--- src/sb_bridge_consts.svh ---
// Register offsets, field positions and reset values of the bridge window block
`ifndef SB_BRIDGE_CONSTS_SVH
`define SB_BRIDGE_CONSTS_SVH

// Register byte offsets
`define SB_OFS_SEC      8'h1c
`define SB_OFS_MEM      8'h20
`define SB_OFS_PREF     8'h24
`define SB_OFS_CTRL     8'h40
`define SB_OFS_IRQ_ST   8'h44
`define SB_OFS_IRQ_MSK  8'h48

// Secondary status bit positions in the 0x1c word
`define SB_BIT_FAST66   21
`define SB_BIT_FBB      23
`define SB_BIT_MDPE     24
`define SB_TIM_MSB      26
`define SB_TIM_LSB      25
`define SB_BIT_STA      27
`define SB_BIT_RTA      28
`define SB_BIT_RMA      29
`define SB_BIT_RSE      30
`define SB_BIT_DPE      31

// Window fields
`define SB_BASE_MSB     15
`define SB_BASE_LSB     4
`define SB_LIM_MSB      31
`define SB_LIM_LSB      20
`define SB_PREF_CAP     4'h1
`define SB_FLD_RST      12'h000
`define SB_UPPER_ZERO   32'h0000_0000

// Control word bits
`define SB_BIT_PERR_EN  0
`define SB_BIT_SERR_EN  1

// Event bits in the interrupt status and mask words
`define SB_NEV          6
`define SB_EV_MDPE      0
`define SB_EV_STA       1
`define SB_EV_RTA       2
`define SB_EV_RMA       3
`define SB_EV_RSE       4
`define SB_EV_DPE       5
`define SB_EV_RST       6'h00

`endif

--- src/sb_pkg.sv ---
// Types shared by the bridge window block
package sb_pkg;

   // Bus slave data phase, Gray coded along idle, wait, done
   typedef enum logic [1:0] {
      SB_IDLE = 2'b00,
      SB_WAIT = 2'b01,
      SB_DONE = 2'b11
   } sb_state_t;

   // Address bits 31:20 of a window edge
   typedef logic [11:0] sb_field_t;

endpackage : sb_pkg

--- src/sb_bridge_regs.sv ---
// Secondary status flags and memory windows of a bridge port, AHB-Lite slave
`timescale 1ns/1ps
`default_nettype none
`include "sb_bridge_consts.svh"

module sb_bridge_regs
   import sb_pkg::*;
(
   // Clock and reset
   input  wire logic        hclk,
   input  wire logic        hresetn,
   // AHB-Lite slave
   input  wire logic        hsel,
   input  wire logic [31:0] haddr,
   input  wire logic [1:0]  htrans,
   input  wire logic        hwrite,
   input  wire logic [2:0]  hsize,
   input  wire logic [31:0] hwdata,
   input  wire logic        hready,
   output var  logic [31:0] hrdata,
   output var  logic        hreadyout,
   output var  logic        hresp,
   // Secondary side events, one-cycle pulses
   input  wire logic        ev_parity,
   input  wire logic        ev_ca_sent,
   input  wire logic        ev_ca_recv,
   input  wire logic        ev_ur_recv,
   input  wire logic        ev_errmsg_sent,
   input  wire logic        ev_poison_recv,
   // Prefetch window parts held elsewhere
   input  wire logic [31:0] pref_base_upper,
   input  wire logic [31:0] pref_limit_upper,
   input  wire logic [11:0] pref_limit_low,
   // Transaction to steer
   input  wire logic        txn_valid,
   input  wire logic [63:0] txn_addr,
   // Forwarding decision, one cycle after the request
   output var  logic        fwd_valid,
   output var  logic        fwd_mem,
   output var  logic        fwd_pref,
   // Interrupt
   output var  logic        irq
);

   sb_state_t     state_reg;
   sb_state_t     state_next;
   logic          take;
   logic          dp_write_reg;
   logic [7:0]    dp_ofs_reg;
   logic          dp_far_reg;
   logic          wr_go;
   logic          rd_go;
   logic [31:0]   rd_val;
   logic [31:0]   hrdata_reg;
   sb_field_t     mem_base_reg;
   sb_field_t     mem_lim_reg;
   sb_field_t     pref_base_reg;
   logic          perr_en_reg;
   logic          serr_en_reg;
   logic          mdpe_reg;
   logic          sta_reg;
   logic          rta_reg;
   logic          rma_reg;
   logic          rse_reg;
   logic          dpe_reg;
   logic [5:0]    ev_set;
   logic [5:0]    irq_st_reg;
   logic [5:0]    irq_msk_reg;
   logic [15:0]   sec_word;
   logic [43:0]   pbase_full;
   logic [43:0]   plim_full;
   logic [43:0]   txn_top;
   logic          mem_hit;
   logic          pref_hit;
   logic          fwd_valid_reg;
   logic          fwd_mem_reg;
   logic          fwd_pref_reg;
   logic          hsize_word;

   // Address phase taken while the slave is not stalling
   assign take      = hsel && hready && htrans[1] && (state_reg != SB_WAIT);
   assign wr_go     = (state_reg == SB_WAIT) && dp_write_reg && !dp_far_reg;
   assign rd_go     = (state_reg == SB_WAIT) && !dp_write_reg;
   assign hsize_word = (hsize == 3'b010);
   assign hreadyout = (state_reg != SB_WAIT);
   assign hresp     = 1'b0;
   assign hrdata    = hrdata_reg;

   // One wait state per transfer; writes land before the next address phase,
   // so a read right after a write always sees the new value
   always_comb begin
      state_next = state_reg;
      case (state_reg)
         SB_IDLE: begin
            if (take) begin
               state_next = SB_WAIT;
            end
         end
         SB_WAIT: begin
            state_next = SB_DONE;
         end
         SB_DONE: begin
            if (take) begin
               state_next = SB_WAIT;
            end else begin
               state_next = SB_IDLE;
            end
         end
         default: begin
            state_next = SB_IDLE;
         end
      endcase
   end

   // Bus state
   always_ff @(posedge hclk or negedge hresetn) begin
      if (!hresetn) begin
         state_reg <= SB_IDLE;
      end else begin
         state_reg <= state_next;
      end
   end

   // Address phase capture; addresses above the first 256 bytes are unmapped
   always_ff @(posedge hclk or negedge hresetn) begin
      if (!hresetn) begin
         dp_write_reg <= 1'b0;
         dp_ofs_reg   <= 8'h00;
         dp_far_reg   <= 1'b0;
      end else if (take) begin
         dp_write_reg <= hwrite;
         dp_ofs_reg   <= haddr[7:0];
         dp_far_reg   <= (|haddr[31:8]) || !hsize_word;
      end
   end

   // Secondary status upper half; hardwired legacy bits stay zero
   always_comb begin
      sec_word = 16'h0000;
      sec_word[`SB_BIT_FAST66 - 16] = 1'b0;
      sec_word[`SB_BIT_FBB - 16]    = 1'b0;
      sec_word[`SB_BIT_MDPE - 16]   = mdpe_reg;
      sec_word[`SB_BIT_STA - 16]    = sta_reg;
      sec_word[`SB_BIT_RTA - 16]    = rta_reg;
      sec_word[`SB_BIT_RMA - 16]    = rma_reg;
      sec_word[`SB_BIT_RSE - 16]    = rse_reg;
      sec_word[`SB_BIT_DPE - 16]    = dpe_reg;
   end

   // Read mux; unmapped offsets read zero
   always_comb begin
      rd_val = 32'h0000_0000;
      if (dp_far_reg) begin
         rd_val = 32'h0000_0000;
      end else if (dp_ofs_reg == `SB_OFS_SEC) begin
         rd_val = {sec_word, 16'h0000};
      end else if (dp_ofs_reg == `SB_OFS_MEM) begin
         rd_val = {mem_lim_reg, 4'h0, mem_base_reg, 4'h0};
      end else if (dp_ofs_reg == `SB_OFS_PREF) begin
         rd_val = {16'h0000, pref_base_reg, `SB_PREF_CAP};
      end else if (dp_ofs_reg == `SB_OFS_CTRL) begin
         rd_val = {30'h0000_0000, serr_en_reg, perr_en_reg};
      end else if (dp_ofs_reg == `SB_OFS_IRQ_ST) begin
         rd_val = {26'h000_0000, irq_st_reg};
      end else if (dp_ofs_reg == `SB_OFS_IRQ_MSK) begin
         rd_val = {26'h000_0000, irq_msk_reg};
      end
   end

   // Read data registered at the end of the wait state
   always_ff @(posedge hclk or negedge hresetn) begin
      if (!hresetn) begin
         hrdata_reg <= 32'h0000_0000;
      end else if (rd_go) begin
         hrdata_reg <= rd_val;
      end
   end

   // Window fields; only bits 31:20 of the memory edges and the prefetch base are storage
   always_ff @(posedge hclk or negedge hresetn) begin
      if (!hresetn) begin
         mem_base_reg  <= `SB_FLD_RST;
         mem_lim_reg   <= `SB_FLD_RST;
         pref_base_reg <= `SB_FLD_RST;
      end else if (wr_go) begin
         if (dp_ofs_reg == `SB_OFS_MEM) begin
            mem_base_reg <= hwdata[`SB_BASE_MSB:`SB_BASE_LSB];
            mem_lim_reg  <= hwdata[`SB_LIM_MSB:`SB_LIM_LSB];
         end else if (dp_ofs_reg == `SB_OFS_PREF) begin
            pref_base_reg <= hwdata[`SB_BASE_MSB:`SB_BASE_LSB];
         end
      end
   end

   // Enables for parity response and system error reporting
   always_ff @(posedge hclk or negedge hresetn) begin
      if (!hresetn) begin
         perr_en_reg <= 1'b0;
         serr_en_reg <= 1'b0;
      end else if (wr_go && (dp_ofs_reg == `SB_OFS_CTRL)) begin
         perr_en_reg <= hwdata[`SB_BIT_PERR_EN];
         serr_en_reg <= hwdata[`SB_BIT_SERR_EN];
      end
   end

   // Qualified events, in interrupt bit order
   always_comb begin
      ev_set = `SB_EV_RST;
      ev_set[`SB_EV_MDPE] = ev_parity && perr_en_reg;
      ev_set[`SB_EV_STA]  = ev_ca_sent;
      ev_set[`SB_EV_RTA]  = ev_ca_recv;
      ev_set[`SB_EV_RMA]  = ev_ur_recv;
      ev_set[`SB_EV_RSE]  = ev_errmsg_sent && serr_en_reg;
      ev_set[`SB_EV_DPE]  = ev_poison_recv;
   end

   // Write-one-to-clear status flags; a set in the clearing cycle wins
   always_ff @(posedge hclk or negedge hresetn) begin
      if (!hresetn) begin
         mdpe_reg <= 1'b0;
         rse_reg  <= 1'b0;
         dpe_reg  <= 1'b0;
      end else begin
         if (wr_go && (dp_ofs_reg == `SB_OFS_SEC)) begin
            mdpe_reg <= (mdpe_reg && !hwdata[`SB_BIT_MDPE]) || ev_set[`SB_EV_MDPE];
            rse_reg  <= (rse_reg && !hwdata[`SB_BIT_RSE]) || ev_set[`SB_EV_RSE];
            dpe_reg  <= (dpe_reg && !hwdata[`SB_BIT_DPE]) || ev_set[`SB_EV_DPE];
         end else begin
            mdpe_reg <= mdpe_reg || ev_set[`SB_EV_MDPE];
            rse_reg  <= rse_reg || ev_set[`SB_EV_RSE];
            dpe_reg  <= dpe_reg || ev_set[`SB_EV_DPE];
         end
      end
   end

   // Read-only abort flags; software writes cannot touch them
   always_ff @(posedge hclk or negedge hresetn) begin
      if (!hresetn) begin
         sta_reg <= 1'b0;
         rta_reg <= 1'b0;
         rma_reg <= 1'b0;
      end else begin
         sta_reg <= sta_reg || ev_set[`SB_EV_STA];
         rta_reg <= rta_reg || ev_set[`SB_EV_RTA];
         rma_reg <= rma_reg || ev_set[`SB_EV_RMA];
      end
   end

   // Interrupt status, write one to clear, set wins
   always_ff @(posedge hclk or negedge hresetn) begin
      if (!hresetn) begin
         irq_st_reg <= `SB_EV_RST;
      end else if (wr_go && (dp_ofs_reg == `SB_OFS_IRQ_ST)) begin
         irq_st_reg <= (irq_st_reg & ~hwdata[5:0]) | ev_set;
      end else begin
         irq_st_reg <= irq_st_reg | ev_set;
      end
   end

   // Interrupt mask
   always_ff @(posedge hclk or negedge hresetn) begin
      if (!hresetn) begin
         irq_msk_reg <= `SB_EV_RST;
      end else if (wr_go && (dp_ofs_reg == `SB_OFS_IRQ_MSK)) begin
         irq_msk_reg <= hwdata[5:0];
      end
   end

   assign irq = |(irq_st_reg & irq_msk_reg);

   // Window compare on address bits 63:20; the low bits are implied
   // zeros at the base and ones at the limit, so they never matter
   assign pbase_full = {pref_base_upper, pref_base_reg};
   assign plim_full  = {pref_limit_upper, pref_limit_low};
   assign txn_top    = txn_addr[63:20];
   assign mem_hit    = (txn_addr[63:32] == `SB_UPPER_ZERO)
                       && (mem_base_reg <= mem_lim_reg)
                       && (txn_addr[31:20] >= mem_base_reg)
                       && (txn_addr[31:20] <= mem_lim_reg);
   assign pref_hit   = (pbase_full <= plim_full)
                       && (txn_top >= pbase_full)
                       && (txn_top <= plim_full);

   // Decision registered so it is stable for the whole next cycle
   always_ff @(posedge hclk or negedge hresetn) begin
      if (!hresetn) begin
         fwd_valid_reg <= 1'b0;
         fwd_mem_reg   <= 1'b0;
         fwd_pref_reg  <= 1'b0;
      end else begin
         fwd_valid_reg <= txn_valid;
         fwd_mem_reg   <= txn_valid && mem_hit;
         fwd_pref_reg  <= txn_valid && pref_hit;
      end
   end

   assign fwd_valid = fwd_valid_reg;
   assign fwd_mem   = fwd_mem_reg;
   assign fwd_pref  = fwd_pref_reg;

   // Checks
   chk_legacy_zero: assert property (@(posedge hclk) disable iff (!hresetn)
      rd_go && !dp_far_reg && (dp_ofs_reg == `SB_OFS_SEC)
      |=> (hrdata[`SB_BIT_FAST66] == 1'b0) && (hrdata[`SB_BIT_FBB] == 1'b0)
          && (hrdata[`SB_TIM_MSB:`SB_TIM_LSB] == 2'b00))
      else $error("legacy status bits not zero");

   chk_mdpe_set: assert property (@(posedge hclk) disable iff (!hresetn)
      ev_parity && perr_en_reg |=> mdpe_reg && irq_st_reg[`SB_EV_MDPE])
      else $error("parity flag missed");
   chk_mdpe_gate: assert property (@(posedge hclk) disable iff (!hresetn)
      $rose(mdpe_reg) |-> $past(perr_en_reg))
      else $error("parity flag set while disabled");
   chk_sta_sticky: assert property (@(posedge hclk) disable iff (!hresetn)
      sta_reg |=> sta_reg)
      else $error("abort sent flag cleared");
   chk_rta_set: assert property (@(posedge hclk) disable iff (!hresetn)
      ev_ca_recv |=> rta_reg [*2])
      else $error("abort received flag missed");
   chk_rma_set: assert property (@(posedge hclk) disable iff (!hresetn)
      ev_ur_recv |=> rma_reg && irq_st_reg[`SB_EV_RMA])
      else $error("unsupported request flag missed");
   chk_rse_gate: assert property (@(posedge hclk) disable iff (!hresetn)
      $rose(rse_reg) |-> $past(serr_en_reg && ev_errmsg_sent))
      else $error("system error flag without cause");
   chk_dpe_clear: assert property (@(posedge hclk) disable iff (!hresetn)
      wr_go && (dp_ofs_reg == `SB_OFS_SEC) && hwdata[`SB_BIT_DPE] && !ev_poison_recv
      |=> !dpe_reg)
      else $error("poison flag not cleared");

   chk_mem_write: assert property (@(posedge hclk) disable iff (!hresetn)
      wr_go && (dp_ofs_reg == `SB_OFS_MEM)
      |=> (mem_base_reg == $past(hwdata[15:4])) && (mem_lim_reg == $past(hwdata[31:20])))
      else $error("memory window write lost");

   chk_pref_cap: assert property (@(posedge hclk) disable iff (!hresetn)
      rd_go && !dp_far_reg && (dp_ofs_reg == `SB_OFS_PREF)
      |=> (hrdata[3:0] == `SB_PREF_CAP) && (hrdata[15:4] == pref_base_reg))
      else $error("prefetch base read wrong");

   chk_mem_empty: assert property (@(posedge hclk) disable iff (!hresetn)
      txn_valid && (mem_base_reg > mem_lim_reg) |=> fwd_valid && !fwd_mem)
      else $error("empty window forwarded");

   chk_ready_wait: assert property (@(posedge hclk) disable iff (!hresetn)
      take |=> !hreadyout ##1 hreadyout)
      else $error("wait state length wrong");

endmodule : sb_bridge_regs
`default_nettype wire

--- config.mk ---
export PLATFORM = sky130hd
export DESIGN_NAME = sb_bridge_regs
export DESIGN_NICKNAME = d
export VERILOG_FILES = /design/src/sb_pkg.sv /design/src/sb_bridge_regs.sv
export VERILOG_INCLUDE_DIRS = /design/src /design/src/src
export SDC_FILE = /design/constraint.sdc
export NUM_CORES = 1
export LEC_CHECK = 0
export ABC_AREA = 1
export BUFFER_PORTS_ARGS = -buffer_cell sky130_fd_sc_hd__buf_2
export CORE_ASPECT_RATIO = 1.2
export CORE_MARGIN = 3
export CORE_UTILIZATION = 30
export CTS_CLUSTER_SIZE = 12
export DETAILED_ROUTE_END_ITERATION = 16
export PLACE_DENSITY_LB_ADDON = 0.2
export SLEW_MARGIN = 20
export SYNTH_ARGS = -nofsm -noshare
export SYNTH_HDL_FRONTEND = slang
export SYNTH_SLANG_ARGS = --single-unit
--- constraint.sdc ---
create_clock -name hclk -period 1.5 [get_ports hclk]
set_clock_uncertainty 0.1 [all_clocks]
set_input_delay 0.15 -clock hclk [delete_from_list [all_inputs] [get_ports hclk]]
set_output_delay 0.15 -clock hclk [all_outputs]
set_load 0.01 [all_outputs]
=== Yosys cells after proc, flatten, opt, wreduce, memory -nomap -nowiden ===
Cells that the tools add are included.
Widths: inputs -> output; s select.

* Magnitude comparators: 6
* Reduce and logical (&&, ||, !) cells: 44
* Multipliers: 0
* Add/sub/neg operators: 0
* Bitwise logic cells: 6
* Divide/modulo/power cells: 0
* Equality and inequality tests: 11
* Shifts and indexed selects: 0
* Mux-type cells: 14

{| class="wikitable"
|+ Operators with widths
! cell !! number
|-
| $mux 32 || 3
|-
| $le 44x44->1 || 2
|-
| $ge 44x44->1 || 1
|-
| $logic_not 32->1 || 1
|-
| $eq 8x7->1 const B || 3
|-
| $le 12x12->1 || 2
|-
| $mux 6 || 4
|-
| $reduce_or 24->1 || 1
|-
| $logic_and 1x1->1 || 22
|-
| $eq 8x6->1 const B || 2
|-
| $mux 16 || 1
|-
| $and 6x6->6 || 2
|-
| $ge 12x12->1 || 1
|-
| $or 6x6->6 || 2
|-
| $logic_or 1x1->1 || 10
|-
| $eq 8x5->1 const B || 1
|-
| $logic_not 1->1 || 6
|-
| $not 6->6 || 1
|-
| $pmux 2 s3 || 1
|-
| $reduce_or 6->1 || 1
|-
| $mux 1 || 4
|-
| $eq 3x2->1 const B || 1
|-
| $reduce_and 3->1 || 1
|-
| $eq 2x1->1 const B || 1
|-
| 7 further kinds || 7
|}

* Output and inout port bits: 38
* Latch bits: 0
* ROM bits: 0
* Bits in registers: 103
* Input port bits: 221
* Word-level logic and storage cells: 102
* Memories: 0
* Bits in writable memories: 0

=== Logic depth before layout (Yosys ltp) ===
* Depth in word-level cells: 8
* Gate-level depth with buffers: 15
* Mapped depth without buffers: 15

=== Worst setup path before layout ===
OpenSTA, ideal clock, no wires.

* Path type: flip-flop to flip-flop
* Start: register state_reg[1]
* End: register hrdata_reg[28], in the netlist hrdata[28]
* Arrival: 1325 ps
* Slack: -51 ps
* Cell stages (with the launch flop): 9
* Required time: 1274 ps
* Setup time: 126 ps
* Path through: dfrtp_1 > inv_1 > nand2_2 > nor2_4 > inv_2 > buf_2 > buf_2 > a32oi_1 > o21ai_1

* Longest elaborated chain between the ends: 2

{| class="wikitable"
|+ RTL lines
! element !! line !! source
|-
| start: declaration || sb_bridge_regs.sv:45 || <nowiki>sb_state_t state_reg;</nowiki>
|-
| start signal: assignment || sb_bridge_regs.sv:120 || <nowiki>state_reg <= state_next;</nowiki>
|-
| $eq 2x1->1 || sb_bridge_regs.sv:83 || <nowiki>assign rd_go = (state_reg == SB_WAIT) && !dp_write_reg;</nowiki>
|-
| $logic_and 1x1->1 || sb_bridge_regs.sv:83 ||
|-
| end signal: assignment || sb_bridge_regs.sv:175 || <nowiki>hrdata_reg <= rd_val;</nowiki>
|-
| end: declaration || sb_bridge_regs.sv:54 || <nowiki>logic [31:0] hrdata_reg;</nowiki>
|}

No other way between the ends.
A chain may end at the register's enable or synchronous reset.

=== Worst setup path in the final report ===
* Start: register pref_base_reg[9]
* End: register fwd_pref_reg, in the netlist fwd_pref

* Longest elaborated chain between the ends: 4

{| class="wikitable"
|+ RTL lines
! element !! line !! source
|-
| start: declaration || sb_bridge_regs.sv:57 || <nowiki>sb_field_t pref_base_reg;</nowiki>
|-
| start signal: assignment || sb_bridge_regs.sv:184 || <nowiki>pref_base_reg <= `SB_FLD_RST;</nowiki>
|-
| start signal: assignment || sb_bridge_regs.sv:190 || <nowiki>pref_base_reg <= hwdata[`SB_BASE_MSB:`SB_BASE_LSB];</nowiki>
|-
| $le 44x44->1 or $ge 44x44->1 (tied branches) || sb_bridge_regs.sv:280, sb_bridge_regs.sv:281 ||
|-
| $logic_and 1x1->1 (*) || sb_bridge_regs.sv:281 || <nowiki>&& (txn_top >= pbase_full)</nowiki>
|-
| $logic_and 1x1->1 (*) || sb_bridge_regs.sv:282 || <nowiki>&& (txn_top <= plim_full);</nowiki>
|-
| $logic_and 1x1->1 (*) || sb_bridge_regs.sv:293 || <nowiki>fwd_pref_reg <= txn_valid && pref_hit;</nowiki>
|-
| end signal: assignment || sb_bridge_regs.sv:293 ||
|-
| end: declaration || sb_bridge_regs.sv:77 || <nowiki>logic fwd_pref_reg;</nowiki>
|}

Mark *: on every way between the ends. The rest lies on a longest branch, timed or not.

==> flow_metrics.tcl <==
set metrics [dict create \
    drive_gt1_frac 0.412 \
    fill_cells 2776 \
    setup_viol 82 \
    crit_top_cell "nand2_1" \
    syn-cell-area_mm2 0.00856 \
    synthTopCellsByCount "256 x nand2_1, 198 x inv_1, 168 x ha_1, 99 x dfrtp_1, 71 x a21oi_1" \
    wl_um 30000 \
    period_needed_ps 1780 \
    synth_seq_cells 99 \
    synth-edff-count 0 \
    yosysSeqAreaShare 0.289 \
    p_comb_frac 0.403 \
    cp.arrival_ps 1960 \
    path_clk_slew_ps 70 \
    core.rowCount 67 \
    status "finished with violations" \
    synthCells 1120 \
    slowest_delay_ps 440 \
    synth.top_cell.area_share 0.289 \
    switchingPower_uw 2930 \
    first_pass_iters 5 \
    avgSynthCellArea_um2 7.64 \
    start_util 0.306 \
    yosysTopAreaCell "dfrtp_1" \
    die_height_um 191 \
    place_congestion 0.888 \
    grt_max_degree 51 \
    port_buffers 228 \
    die_w_um 160 \
    route.detailed.wl_per_inst_um 15.3 \
    hp-class "in -> reg" \
    reg2reg_to "fwd_pref" \
    crit_path_end_kind "flop" \
    ys_async_sr_fraction 1.00 \
    pin_count 259 \
    first_iter_violations 307 \
    hold_viol 0 \
    area_delta_synth_final_pct 58.8 \
    h-tree-depth 3 \
    clk_path_buf_depth 2 \
    placed_cell_area_mm2 0.0112 \
    grt_pass1_wl_um 46800 \
    numCtsBuffers 9 \
    r2r_cells 9 \
    cts_tree "done" \
    seqPwrFrac 0.339 \
    grtUsageTotal 0.191 \
    fmax_mhz 562 \
    crit_type "reg -> reg" \
    clkPwrFrac 0.258 \
    swShare 0.341 \
    rsz0062_at_grt "true" \
    netlist-cell-type-count 47 \
    seq_area_mm2 0.00248 \
    design.core.area_mm2 0.0280 \
    required_ps 1680 \
    place_hpwl_um 23100 \
    synth_most_common_cell "nand2_1" \
    nets 1968 \
    fin_crit_sh 1.19 \
    drcViolationCount 0 \
    n_antenna_cell 0 \
    stdcell_area_mm2 0.0136 \
    slowest_stage "dfrtp_2" \
    path_max_fanout 3 \
    drtAntennaViolNets 0 \
    timing.rr.start "pref_base_reg[9]" \
    synthTopCellsByArea "dfrtp_1 29%, ha_1 25%, nand2_1 11%, inv_1 8.7%, a21oi_1 4.2%" \
    power.density_mw_per_mm2 632 \
    largest_register_ffs 28 \
    die-area_mm2 0.0306 \
    root_buffer "clkbuf_16" \
    clock_latency_ps 360 \
    whs_endpoint "pref_base_reg[7]" \
    leakage_uw 0.00739 \
    slew_viol_final 0 \
    worst_slack_ps -278 \
    min_from "hwdata[11]" \
    min_path_cells 3 \
    grt.overflow.total 0 \
    synth_ff_type "dfrtp_1" \
    antenna_found_initial 0 \
    r2r_setup_slack_ps -280 \
    finalSetupTns_ps -14100 \
    worst_setup_path_start_kind "flop" \
    cts_num_sinks 99 \
    drv_cap 0 \
    yosysWarnings 0 \
    drt-vias-per-instance 4.63 \
    peakVddDrop_mv 0.596 \
    violations "negative setup slack" \
    grt_pass1_vias 9372 \
    p_int_uw 5670 \
    vias 9084 \
    multi_input_area_mm2 0.00620 \
    crit_chain "ha_4 -> nand2_1 -> nor3_2 -> nand2_1 -> nor2_1 -> nand4_1 -> nand2_1 -> inv_1 -> nor2_1" \
]
==> cell families (layout without fill, tap and decap cells) <==
logic type	after synthesis	after routing	synth area share
flip-flops	99	99	0.289
adder cells (fa/ha/maj)	169	169	0.247
other	1	5	0.000438
AND/OR/NAND/NOR	420	420	0.216
buffers and inverters	220	680	0.104
AO/OA/AOI/OAI	211	211	0.144
==> layout by cell type, fill, tap and decap left out, types with 6 or more instances in the layout <==
cell and count:
nand2_4 16, inv_2 27, nand3_2 6, a21oi_2 15, buf_6 29, nor4_1 12, nand3_4 6, dlygate4sd3_1 41
o21ai_2 35, dfrtp_1 96, inv_1 172, a21oi_1 63, nand2_2 31, buf_2 227, o21ai_0 21, nor3_2 6
nor2_1 51, ha_1 150, nand2_1 210, o21ai_1 32, nor2_4 17, clkbuf_16 11, ha_4 18, buf_4 146
nand4_1 23, nand3_1 20, buf_12 11, o21a_1 6
==> critical path: cells and delay by family, from the launching register on <==
kind	cells	cell delay [ps]
and+or+nand+nor	7	830
adders and majority gates	1	280
buffers and inverters	1	40
DFF	1	440
==> metrics by stage <==
| step | utilization | worst slack [ps] | power, uW | hold WS, ps | instances |
|---|---|---|---|---|---|
| finish | 0.486 | -278 | 8600 | 8.45 | 1963 |
| global route | 0.486 | -395 | 9160 | 34.8 | 1963 |
| CTS | 0.464 | -272 | 8370 | 9.45 | 1947 |
| detailed placement | 0.399 | -342 | 5510 | -132 | 1851 |
| global placement | 0.399 | -336 | 5470 | -132 | 1851 |
| floorplan | - | -36.7 | 4260 | -246 | 1124 |
==> routing by layer <==
metal,up-vias,wire (um),track usage
met5,-,0,0
li1,4631,-,-
met3,35,1120,0.0254
met1,4210,11900,0.212
met2,208,16400,0.378
met4,0,604,0.0501
==> area by class of cell <==
type / count / area share
multi-input combinational: 805 / 0.456
timing repair buffer: 462 / 0.249
sequential: 99 / 0.182
inverter: 202 / 0.0570
tap: 379 / 0.0349
clock buffer: 13 / 0.0184
clock inverter: 3 / 0.00175
==> worst max-delay path by stage <==
stage | start | end | slack [ps] | cells after the start
6_report | pref_base_reg[9] | fwd_pref | -280 | 9
5_1_grt | pref_base_reg[1] | fwd_pref | -390 | 11
4_1_cts | pref_base_reg[9] | fwd_pref | -270 | 10
3_5_place_dp | pref_base_reg[9] | fwd_pref | -340 | 9
3_3_place_gp | pref_base_upper[19] | fwd_pref | -340 | 13
2_1_floorplan | pref_base_reg[9] | fwd_pref | -40 | 14
==> power groups by stage <==
stage	clock network (uW)	registers, uW	logic [uW]
2_1_floorplan	0	2950	1310
4_1_cts	2280	2910	3180
3_5_place_dp	0	2950	2550
3_3_place_gp	0	2950	2520
6_report	2220	2910	3470
5_1_grt	2370	2930	3870
==> timing repair <==
action                                  CTS  global route
pin swaps                                27            59
gates cloned                              8             2
setup buffers                            32            25
hold buffers                             41             0
endpoints found under the hold margin   152             0
gates resized for setup                 182           125
endpoints found under the setup margin   83            94
Note: power is estimated with default switching activity, not from simulation.
